`src/dtc_pkg.sv`:
```
// Constants, register map and carrier types of the dual timer/counter.
// Assumes a 32-bit APB master and one 250 MHz clock for the whole block.
package dtc_pkg;

    // ----------------------------------------------------------------
    // Register indices (byte address is four times the index)
    // ----------------------------------------------------------------
    localparam logic [9:0] REG_TIMER_CONTROL_IDX = 10'h088;
    localparam logic [9:0] REG_TIMER_MODE_SELECT_IDX = 10'h089;
    localparam logic [9:0] REG_TIMER_ZERO_LOW_IDX = 10'h08a;
    localparam logic [9:0] REG_TIMER_ONE_LOW_IDX = 10'h08b;
    localparam logic [9:0] REG_TIMER_ZERO_HIGH_IDX = 10'h08c;
    localparam logic [9:0] REG_TIMER_ONE_HIGH_IDX = 10'h08d;
    localparam logic [9:0] REG_IRQ_ENABLE_IDX = 10'h0a8;

    // ----------------------------------------------------------------
    // Field positions
    // ----------------------------------------------------------------
    localparam int OVERFLOW_FLAG_ONE_POS = 7;
    localparam int RUN_BIT_ONE_POS = 6;
    localparam int OVERFLOW_FLAG_ZERO_POS = 5;
    localparam int RUN_BIT_ZERO_POS = 4;
    localparam int EXT_IRQ_FLAG_ONE_POS = 3;
    localparam int EXT_IRQ_TYPE_ONE_POS = 2;
    localparam int EXT_IRQ_FLAG_ZERO_POS = 1;
    localparam int EXT_IRQ_TYPE_ZERO_POS = 0;
    localparam int PIN_GATING_ONE_POS = 7;
    localparam int COUNTER_SELECT_ONE_POS = 6;
    localparam int MODE_FIELD_ONE_LSB_POS = 4;
    localparam int PIN_GATING_ZERO_POS = 3;
    localparam int COUNTER_SELECT_ZERO_POS = 2;
    localparam int MODE_FIELD_ZERO_LSB_POS = 0;
    localparam int GLOBAL_IRQ_ENABLE_POS = 7;
    localparam int TIMER_ONE_IRQ_ENABLE_POS = 3;
    localparam int TIMER_ZERO_IRQ_ENABLE_POS = 1;

    // ----------------------------------------------------------------
    // Reset values and timing
    // ----------------------------------------------------------------
    localparam logic [7:0] BYTE_RESET = 8'h00;
    localparam logic [31:0] WORD_RESET = 32'h0000_0000;
    localparam int PERIPH_CLOCKS_PER_CYCLE = 6;
    localparam logic [2:0] DIV_LAST = 3'(PERIPH_CLOCKS_PER_CYCLE - 1);

    // ----------------------------------------------------------------
    // Types
    // ----------------------------------------------------------------
    typedef enum logic [1:0] {
        DTC_MODE_PRESCALE = 2'b00,
        DTC_MODE_CASCADE = 2'b01,
        DTC_MODE_RELOAD = 2'b10,
        DTC_MODE_SPLIT = 2'b11
    } dtc_mode_t;

    typedef struct packed {
        logic psel;
        logic penable;
        logic pwrite;
        logic [11:0] paddr;
        logic [31:0] pwdata;
    } dtc_apb_req_t;

    typedef struct packed {
        logic [31:0] prdata;
        logic pready;
        logic pslverr;
    } dtc_apb_rsp_t;

    typedef struct packed {
        logic [7:0] tl;
        logic [7:0] th;
        logic ovf;
    } dtc_step_t;

    typedef struct packed {
        logic [7:0] timer_control;
        logic [7:0] timer_mode_select;
        logic [7:0] tl0;
        logic [7:0] th0;
        logic [7:0] tl1;
        logic [7:0] th1;
        logic [7:0] irq_enable;
        logic [2:0] div;
        logic [1:0] count_sample;
        logic [1:0] irq_pin_prev;
        logic [31:0] rdata;
    } dtc_state_t;

endpackage : dtc_pkg

```
`src/dtc_pin_sync.sv`:
```
// Two-flop synchroniser for the asynchronous count and interrupt pins.
// Assumes the pins are quiet levels; reset value set per bit by parameter.
`timescale 1ns/10ps
module dtc_pin_sync #(
    parameter int W = 4,
    parameter logic [W-1:0] RESET_VAL = '1
) (
    // Clock and reset
    input wire logic ref_clk,
    input wire logic srst,
    // Pins in, synchronised levels out
    input wire logic [W-1:0] pin_async,
    output logic [W-1:0] pin_sync
);
    typedef struct packed {
        logic [W-1:0] stage1;
        logic [W-1:0] stage2;
    } dtc_sync_state_t;

    dtc_sync_state_t state;
    dtc_sync_state_t next_state;

    always_comb begin
        next_state.stage1 = pin_async;
        next_state.stage2 = state.stage1;
    end

    always_ff @(posedge ref_clk) begin
        if (srst) begin
            state <= {RESET_VAL, RESET_VAL};
        end else begin
            state <= next_state;
        end
    end

    assign pin_sync = state.stage2;

endmodule : dtc_pin_sync

```
`src/dtc_timer_top.sv`:
```
// Two timer/counters with shared control and mode registers on APB.
// Assumes an APB3 master on ref_clk; pins are asynchronous to it.
//
// Decided for this implementation: register access over APB.
`timescale 1ns/10ps
module dtc_timer_top
    import dtc_pkg::*;
(
    // Clock and reset
    input wire logic ref_clk,
    input wire logic srst,
    // APB slave
    input wire dtc_apb_req_t apb_req,
    output dtc_apb_rsp_t apb_rsp,
    // External count and interrupt pins
    input wire logic count_pin_zero,
    input wire logic count_pin_one,
    input wire logic ext_irq_pin_zero_n,
    input wire logic ext_irq_pin_one_n,
    // Vectoring acknowledges from the interrupt controller
    input wire logic vector_ack_timer_zero,
    input wire logic vector_ack_timer_one,
    input wire logic vector_ack_ext_zero,
    input wire logic vector_ack_ext_one,
    // Interrupt requests
    output logic timer_zero_irq,
    output logic timer_one_irq,
    output logic ext_irq_req_zero,
    output logic ext_irq_req_one
);

    // ----------------------------------------------------------------
    // Pin synchronisation
    // ----------------------------------------------------------------
    logic [3:0] pins_sync;
    logic cnt_pin0;
    logic cnt_pin1;
    logic irq_pin0_n;
    logic irq_pin1_n;

    dtc_pin_sync #(
        .W(4),
        .RESET_VAL(4'hf)
    ) u_pin_sync (
        .ref_clk(ref_clk),
        .srst(srst),
        .pin_async({ext_irq_pin_one_n, ext_irq_pin_zero_n, count_pin_one, count_pin_zero}),
        .pin_sync(pins_sync)
    );

    assign cnt_pin0 = pins_sync[0];
    assign cnt_pin1 = pins_sync[1];
    assign irq_pin0_n = pins_sync[2];
    assign irq_pin1_n = pins_sync[3];

    dtc_state_t state;
    dtc_state_t next_state;

    // ----------------------------------------------------------------
    // Counting step for one timer
    // ----------------------------------------------------------------
    // Split mode reuses the reload path with a zero reload, which is a
    // plain 8-bit wrap; timer 1 in mode 3 falls to the hold default.
    function automatic dtc_step_t dtc_step(
        input logic [1:0] mode,
        input logic [7:0] tl,
        input logic [7:0] th,
        input logic inc
    );
        dtc_step_t r;
        r.tl = tl;
        r.th = th;
        r.ovf = 1'b0;
        if (inc) begin
            case (mode)
                DTC_MODE_PRESCALE: begin
                    r.tl = {tl[7:5], 5'(tl[4:0] + 5'h01)};
                    if (tl[4:0] == 5'h1f) begin
                        r.th = th + 8'h01;
                        r.ovf = (th == 8'hff);
                    end
                end
                DTC_MODE_CASCADE: begin
                    r.tl = tl + 8'h01;
                    if (tl == 8'hff) begin
                        r.th = th + 8'h01;
                        r.ovf = (th == 8'hff);
                    end
                end
                DTC_MODE_RELOAD: begin
                    if (tl == 8'hff) begin
                        r.tl = th;
                        r.ovf = 1'b1;
                    end else begin
                        r.tl = tl + 8'h01;
                    end
                end
                default: begin
                    r.tl = tl;
                end
            endcase
        end
        return r;
    endfunction : dtc_step

    // ----------------------------------------------------------------
    // Decode of control and mode fields
    // ----------------------------------------------------------------
    logic [1:0] mode0;
    logic [1:0] mode1;
    logic split0;
    logic run_bit_zero;
    logic run_bit_one;
    logic pin_gating_zero;
    logic pin_gating_one;
    logic counter_select_zero;
    logic counter_select_one;
    logic tick;
    logic edge0;
    logic edge1;
    logic run0;
    logic run1;
    logic inc0;
    logic inc1;
    logic inc_hi0;
    logic irq_fall0;
    logic irq_fall1;

    assign mode0 = state.timer_mode_select[MODE_FIELD_ZERO_LSB_POS +: 2];
    assign mode1 = state.timer_mode_select[MODE_FIELD_ONE_LSB_POS +: 2];
    assign split0 = (mode0 == DTC_MODE_SPLIT);
    assign run_bit_zero = state.timer_control[RUN_BIT_ZERO_POS];
    assign run_bit_one = state.timer_control[RUN_BIT_ONE_POS];
    assign pin_gating_zero = state.timer_mode_select[PIN_GATING_ZERO_POS];
    assign pin_gating_one = state.timer_mode_select[PIN_GATING_ONE_POS];
    assign counter_select_zero = state.timer_mode_select[COUNTER_SELECT_ZERO_POS];
    assign counter_select_one = state.timer_mode_select[COUNTER_SELECT_ONE_POS];

    // One peripheral cycle every six clocks
    assign tick = (state.div == DIV_LAST);

    // Count pins are looked at once per peripheral cycle only
    assign edge0 = tick && state.count_sample[0] && !cnt_pin0;
    assign edge1 = tick && state.count_sample[1] && !cnt_pin1;

    assign run0 = run_bit_zero && (!pin_gating_zero || irq_pin0_n);
    // With timer 0 split, the run bit belongs to the high byte of timer 0;
    // timer 1 then ignores its run bit and is stopped only through mode 3 or its pin gate.
    assign run1 = (split0 || run_bit_one) && (!pin_gating_one || irq_pin1_n);
    assign inc0 = run0 && (counter_select_zero ? edge0 : tick);
    assign inc1 = run1 && (counter_select_one ? edge1 : tick);
    assign inc_hi0 = split0 && run_bit_one && tick;

    assign irq_fall0 = state.irq_pin_prev[0] && !irq_pin0_n;
    assign irq_fall1 = state.irq_pin_prev[1] && !irq_pin1_n;

    // ----------------------------------------------------------------
    // APB decode
    // ----------------------------------------------------------------
    logic access;
    logic setup;
    logic wr;
    logic [9:0] idx;
    logic aligned;
    logic mapped;
    logic [7:0] wbyte;
    logic [7:0] rd_byte;

    assign access = apb_req.psel && apb_req.penable;
    assign setup = apb_req.psel && !apb_req.penable;
    assign idx = apb_req.paddr[11:2];
    assign aligned = (apb_req.paddr[1:0] == 2'b00);
    assign wr = access && apb_req.pwrite && mapped;
    assign wbyte = apb_req.pwdata[7:0];

    always_comb begin
        mapped = aligned;
        rd_byte = BYTE_RESET;
        case (idx)
            REG_TIMER_CONTROL_IDX: rd_byte = state.timer_control;
            REG_TIMER_MODE_SELECT_IDX: rd_byte = state.timer_mode_select;
            REG_TIMER_ZERO_LOW_IDX: rd_byte = state.tl0;
            REG_TIMER_ONE_LOW_IDX: rd_byte = state.tl1;
            REG_TIMER_ZERO_HIGH_IDX: rd_byte = state.th0;
            REG_TIMER_ONE_HIGH_IDX: rd_byte = state.th1;
            REG_IRQ_ENABLE_IDX: rd_byte = state.irq_enable;
            default: mapped = 1'b0;
        endcase
        if (!aligned) begin
            rd_byte = BYTE_RESET;
        end
    end

    // Zero wait states; read data captured in the setup cycle
    assign apb_rsp.pready = access;
    assign apb_rsp.pslverr = access && !mapped;
    assign apb_rsp.prdata = state.rdata;

    // ----------------------------------------------------------------
    // Next state
    // ----------------------------------------------------------------
    dtc_step_t step0;
    dtc_step_t step1;
    dtc_step_t step_hi0;
    logic ovf0;
    logic ovf1;

    always_comb begin
        step0 = dtc_step(split0 ? DTC_MODE_RELOAD : mode0, state.tl0,
                         split0 ? BYTE_RESET : state.th0, inc0);
        step_hi0 = dtc_step(DTC_MODE_RELOAD, state.th0, BYTE_RESET, inc_hi0);
        step1 = dtc_step(mode1, state.tl1, state.th1, inc1);
        ovf0 = step0.ovf;
        ovf1 = split0 ? step_hi0.ovf : step1.ovf;

        next_state = state;
        next_state.div = tick ? 3'h0 : 3'(state.div + 3'h1);
        if (tick) begin
            next_state.count_sample = {cnt_pin1, cnt_pin0};
        end
        next_state.irq_pin_prev = {irq_pin1_n, irq_pin0_n};
        next_state.rdata = setup ? {24'h00_0000, rd_byte} : WORD_RESET;

        next_state.tl0 = step0.tl;
        next_state.th0 = split0 ? step_hi0.tl : step0.th;
        next_state.tl1 = step1.tl;
        next_state.th1 = step1.th;

        // Software writes override counting in the same cycle
        if (wr) begin
            case (idx)
                REG_TIMER_CONTROL_IDX: next_state.timer_control = wbyte;
                REG_TIMER_MODE_SELECT_IDX: next_state.timer_mode_select = wbyte;
                REG_TIMER_ZERO_LOW_IDX: next_state.tl0 = wbyte;
                REG_TIMER_ONE_LOW_IDX: next_state.tl1 = wbyte;
                REG_TIMER_ZERO_HIGH_IDX: next_state.th0 = wbyte;
                REG_TIMER_ONE_HIGH_IDX: next_state.th1 = wbyte;
                REG_IRQ_ENABLE_IDX: next_state.irq_enable = wbyte;
                default: next_state.irq_enable = state.irq_enable;
            endcase
        end

        // Clear by vectoring, then hardware set wins
        if (vector_ack_timer_zero) begin
            next_state.timer_control[OVERFLOW_FLAG_ZERO_POS] = 1'b0;
        end
        if (vector_ack_timer_one) begin
            next_state.timer_control[OVERFLOW_FLAG_ONE_POS] = 1'b0;
        end
        if (ovf0) begin
            next_state.timer_control[OVERFLOW_FLAG_ZERO_POS] = 1'b1;
        end
        if (ovf1) begin
            next_state.timer_control[OVERFLOW_FLAG_ONE_POS] = 1'b1;
        end

        // Level mode: flag follows the pin, so the ack never clears it
        if (!state.timer_control[EXT_IRQ_TYPE_ZERO_POS]) begin
            next_state.timer_control[EXT_IRQ_FLAG_ZERO_POS] = !irq_pin0_n;
        end else begin
            if (vector_ack_ext_zero) begin
                next_state.timer_control[EXT_IRQ_FLAG_ZERO_POS] = 1'b0;
            end
            if (irq_fall0) begin
                next_state.timer_control[EXT_IRQ_FLAG_ZERO_POS] = 1'b1;
            end
        end
        if (!state.timer_control[EXT_IRQ_TYPE_ONE_POS]) begin
            next_state.timer_control[EXT_IRQ_FLAG_ONE_POS] = !irq_pin1_n;
        end else begin
            if (vector_ack_ext_one) begin
                next_state.timer_control[EXT_IRQ_FLAG_ONE_POS] = 1'b0;
            end
            if (irq_fall1) begin
                next_state.timer_control[EXT_IRQ_FLAG_ONE_POS] = 1'b1;
            end
        end
    end

    always_ff @(posedge ref_clk) begin
        if (srst) begin
            state <= '0;
        end else begin
            state <= next_state;
        end
    end

    // ----------------------------------------------------------------
    // Interrupt requests
    // ----------------------------------------------------------------
    logic global_en;

    assign global_en = state.irq_enable[GLOBAL_IRQ_ENABLE_POS];
    assign timer_zero_irq = global_en && state.irq_enable[TIMER_ZERO_IRQ_ENABLE_POS]
                            && state.timer_control[OVERFLOW_FLAG_ZERO_POS];
    assign timer_one_irq = global_en && state.irq_enable[TIMER_ONE_IRQ_ENABLE_POS]
                           && state.timer_control[OVERFLOW_FLAG_ONE_POS];
    assign ext_irq_req_zero = state.timer_control[EXT_IRQ_FLAG_ZERO_POS];
    assign ext_irq_req_one = state.timer_control[EXT_IRQ_FLAG_ONE_POS];

    // ----------------------------------------------------------------
    // Checks
    // ----------------------------------------------------------------
    logic wr_any;

    assign wr_any = access && apb_req.pwrite;
endmodule : dtc_timer_top

```
`config.mk`:
```
export PLATFORM = sky130hd
export DESIGN_NAME = dtc_timer_top
export DESIGN_NICKNAME = d
export VERILOG_FILES = /design/src/dtc_pkg.sv /design/src/dtc_pin_sync.sv /design/src/dtc_timer_top.sv
export SDC_FILE = /design/constraint.sdc
export NUM_CORES = 1
export LEC_CHECK = 0
export ABC_AREA = 1
export BUFFER_PORTS_ARGS = -buffer_cell sky130_fd_sc_hd__buf_4
export CORE_ASPECT_RATIO = 0.5
export CORE_MARGIN = 8
export CORE_UTILIZATION = 45
export DETAILED_ROUTE_END_ITERATION = 8
export PLACE_DENSITY = 0.66
export SLEW_MARGIN = 10
export SYNTH_ARGS = -nofsm -noshare
export SYNTH_HDL_FRONTEND = slang
export SYNTH_SLANG_ARGS = --single-unit
```
`constraint.sdc`:
```
create_clock -name ref_clk -period 2.55 [get_ports ref_clk]
set_input_delay 0.255 -clock ref_clk [delete_from_list [all_inputs] [get_ports ref_clk]]
set_output_delay 0.255 -clock ref_clk [all_outputs]
set_load 0.05 [all_outputs]
```
==> metrics <==
die extent in x=177 um; CORE AREA=12700 sq um; Layout fillers=1325; fin cells=1162; Async SR Flop Fraction=0%; Clock transition at path regs=0.07 ns; GRT Total Usage=23.0%; # resized after CTS=0; Peak VDD IR=0.303 mV; drt wl/cell=16.8 um; setup violators final=0; area taken by flip-flops and latches=1580 sq um; run status=finished, final reports clean; crit-path cells=ha_1 -> nand2_1 -> a21oi_1 -> nand3_1 -> inv_1 -> nand2_1 -> inv_1 -> o21ai_0 -> nor2_1 -> a21oi_1; R2R Path End=state[59]; DRT iter0 DRCs=735; initial antenna violation count=1; power density cells=432 nW/um^2; clk buf depth=2; HPWL after DPL=15000 um; crit share post-route=84.3%; gr ovfl total=0; final setup TNS=0 ns; Max Freq=465 MHz; clock tree sinks=79; Setup crit end=state[59]; CP max stage delay=0.39 ns; H-tree depth=3; worst slew pin tran=0.626 ns; Hold Crit Class=input pin to flip-flop; TritonCTS Buffers=9; largest cells by area after synthesis=dfxtp_1 27%, nand2_1 13%, inv_1 8.6%, a21oi_1 7.6%, o21ai_0 7.3%; layout cell share with drive strength beyond 1=11.5%; top cell type's share of synthesized area=27.1%; starting density of the core=46.0%; clock root cell=clkbuf_16; sequential element share of the synthesized area=27.1%; worst skew pair latency=0.36 ns; ANT nets after route=0; crit end category=flip-flop; DP Worst Slack=0.449 ns; Worst Setup Start Kind=flip-flop; reg2reg start=state[36]; Worst Path Max Fanout=7; ant diodes=0; Multi-input gate area=3430 sq um; Net count, final=1052; Clock Skews=0.0101 ns; number of vias after detailed routing=6362; synthesized area per cell=6.14 sq um; depth of the most critical reg-to-reg path=10; CTS tree=done; area leader, netlist=dfxtp_1; Crit-path slowest cell=nand3_1; Routed WL=19600 um; hold_sp=count_pin_one; num rows=29; Crit path arrival time=2.40 ns; die span in y=96.5 um; first-pass GRT wire length=30700 um; IO buf count=46; final hold vios=0; die area=17100 sq um; Setup Fix Bufs, Post-CTS=0; Relative slew margins=58.1%; min Tclk post-route=2.15 ns; vias in the first global route=5928; DR vias/cell=5.48; Yosys cell types=40; dominant synthesized flop cell=dfxtp_1; synth-to-layout area growth=12.1%; Slew Limit Fails=0; largest net degree at the start of global routing=39; MaxCap Viol Count=0; Pre-Repair DR Iteration Count=5; placed insts=1146; Post-CTS Hold Fix Bufs=0; Lkg Pwr=2.94 nW; I/O pin count=95; Req. time, crit path=2.80 ns; synthesized cell area=5830 sq um; worst reg2reg setup slack=0.40 ns; Ys Warns=0; Post-Synthesis Cells=950; RSZ-0062 raised after global routing=no; Crit Path Class=flip-flop to flip-flop; Post-route DRC=0; Seq cells post-synth=79; Post-synth EDFFs=0; routability cong.=0.972; final setup margin=0.401 ns; crit path from=state[36]
[stage by stage]
step                      util (%)  hold slack, ns  power, W  cell area (sq um)
after floorplan                  -           0.359   0.00147               5920
after global placement        49.3           0.393   0.00153               6240
after detailed placement      49.3           0.399   0.00153               6240
after CTS                     51.6          0.0733   0.00283               6530
after global routing          51.6          0.0722   0.00290               6530
final                         51.6          0.0753   0.00282               6530
[cells in the final DEF (no fill, tap or decap), drive strengths merged]
| cell | synthesis | routed |
|---|---|---|
| o32ai | 1 | 1 |
| o31ai | 1 | 1 |
| a211oi | 4 | 4 |
| xor2 | 12 | 12 |
| a31oi | 3 | 3 |
| buf | 42 | 65 |
| nand2 | 208 | 208 |
| o211ai | 13 | 13 |
| nand3b | 2 | 2 |
| o22ai | 15 | 15 |
| nor4 | 2 | 2 |
| nor3 | 14 | 14 |
| nand4 | 16 | 16 |
| clkinv | 1 | 2 |
| o21ai | 91 | 91 |
| xnor2 | 2 | 2 |
| a21oi | 88 | 88 |
| inv | 138 | 144 |
| nor2 | 103 | 103 |
| nand3 | 75 | 75 |
| dfxtp | 79 | 79 |
| clkbuf | 20 | 9 |
| conb | 1 | 24 |
| or2 | 9 | 9 |
| ha | 8 | 8 |
| a22oi | 2 | 2 |
[routing by layer]
| layer | part of all wire [%] | track usage [%] | vias to the layer above |
|---|---|---|---|
| met5 | 0.061 | 0 | - |
| met4 | 2.1 | 8.27 | 2 |
| met3 | 8.9 | 5.43 | 34 |
| met2 | 44 | 36.5 | 265 |
| met1 | 45 | 30.2 | 2948 |
| li1 | - | - | 3113 |
[power by group]
part	leakage (nW)	switching [W]	total [W]	internal, W
registers	0.640	0.00000641	0.00125	0.00125
clock network	0.148	0.000618	0.00131	0.000696
logic	2.15	0.000188	0.000252	0.0000639
total	2.94	0.000812	0.00282	0.00201
[final cells by class]
| type | instances | area share (%) |
|---|---|---|
| Clock buffer | 9 | 3.45 |
| Clock inverter | 7 | 1.09 |
| Inverter | 139 | 7.99 |
| Multi-Input combinational cell | 693 | 52.5 |
| Sequential cell | 79 | 24.2 |
| Tap cell | 170 | 3.26 |
| Timing Repair Buffer | 65 | 7.47 |
[synthesized netlist by cell type, types with 3 or more instances]
master and instances:
nand2_1 205, inv_1 133, nor2_1 92, a21oi_1 88, o21ai_0 85, dfxtp_1 79
nand3_1 73, buf_4 33, clkbuf_1 20, nand4_1 15, o22ai_1 15, o211ai_1 13
nor3_1 12, xor2_1 12, ha_1 8, or2_2 8, buf_2 7, o21ai_1 6
inv_2 5, a211oi_1 4, nor2_2 4, nor2_8 4, a31oi_1 3, nor2_4 3
[how the worst min path moves through the flow]
stage                               endpoint  slack, ns  depth (start not counted)
global placement      u_pin_sync.pin_sync[3]       0.39                          1
finish              u_pin_sync.next_state[1]       0.08                          2
CTS                 u_pin_sync.next_state[1]       0.07                          2
detailed placement    u_pin_sync.pin_sync[0]       0.40                          1
floorplan           u_pin_sync.next_state[0]       0.36                          1
global route        u_pin_sync.next_state[2]       0.07                          2
[critical path: cells and delay by family (launching register included)]
kind	cells	cell delay [ns]
buffers and inverters	2	0.44
and+or+nand+nor	4	0.80
DFF	1	0.36
AOI/OAI and AO/OA	3	0.28
adders and majority gates	1	0.16
[flip-flops by register name, indices dropped and copies added (netlist names)]
register	count
u_pin_sync.pin_sync	4
ext_irq_req_zero	1
ext_irq_req_one	1
global_en	1
pin_gating_zero	1
counter_select_one	1
counter_select_zero	1
mode0	2
pin_gating_one	1
mode1	2
state	50
run_bit_zero	1
run_bit_one	1
apb_rsp	8
u_pin_sync.next_state	4
[cell families after synthesis]
group / share of synthesized area (%)
other: 0.0643
AO/OA/AOI/OAI: 20.0
buffers and inverters: 15.5
XOR/XNOR: 2.10
AND/OR/NAND/NOR: 33.5
flip-flops: 27.1
adder cells (fa/ha/maj): 1.72
(Power assumes the default switching activity.)
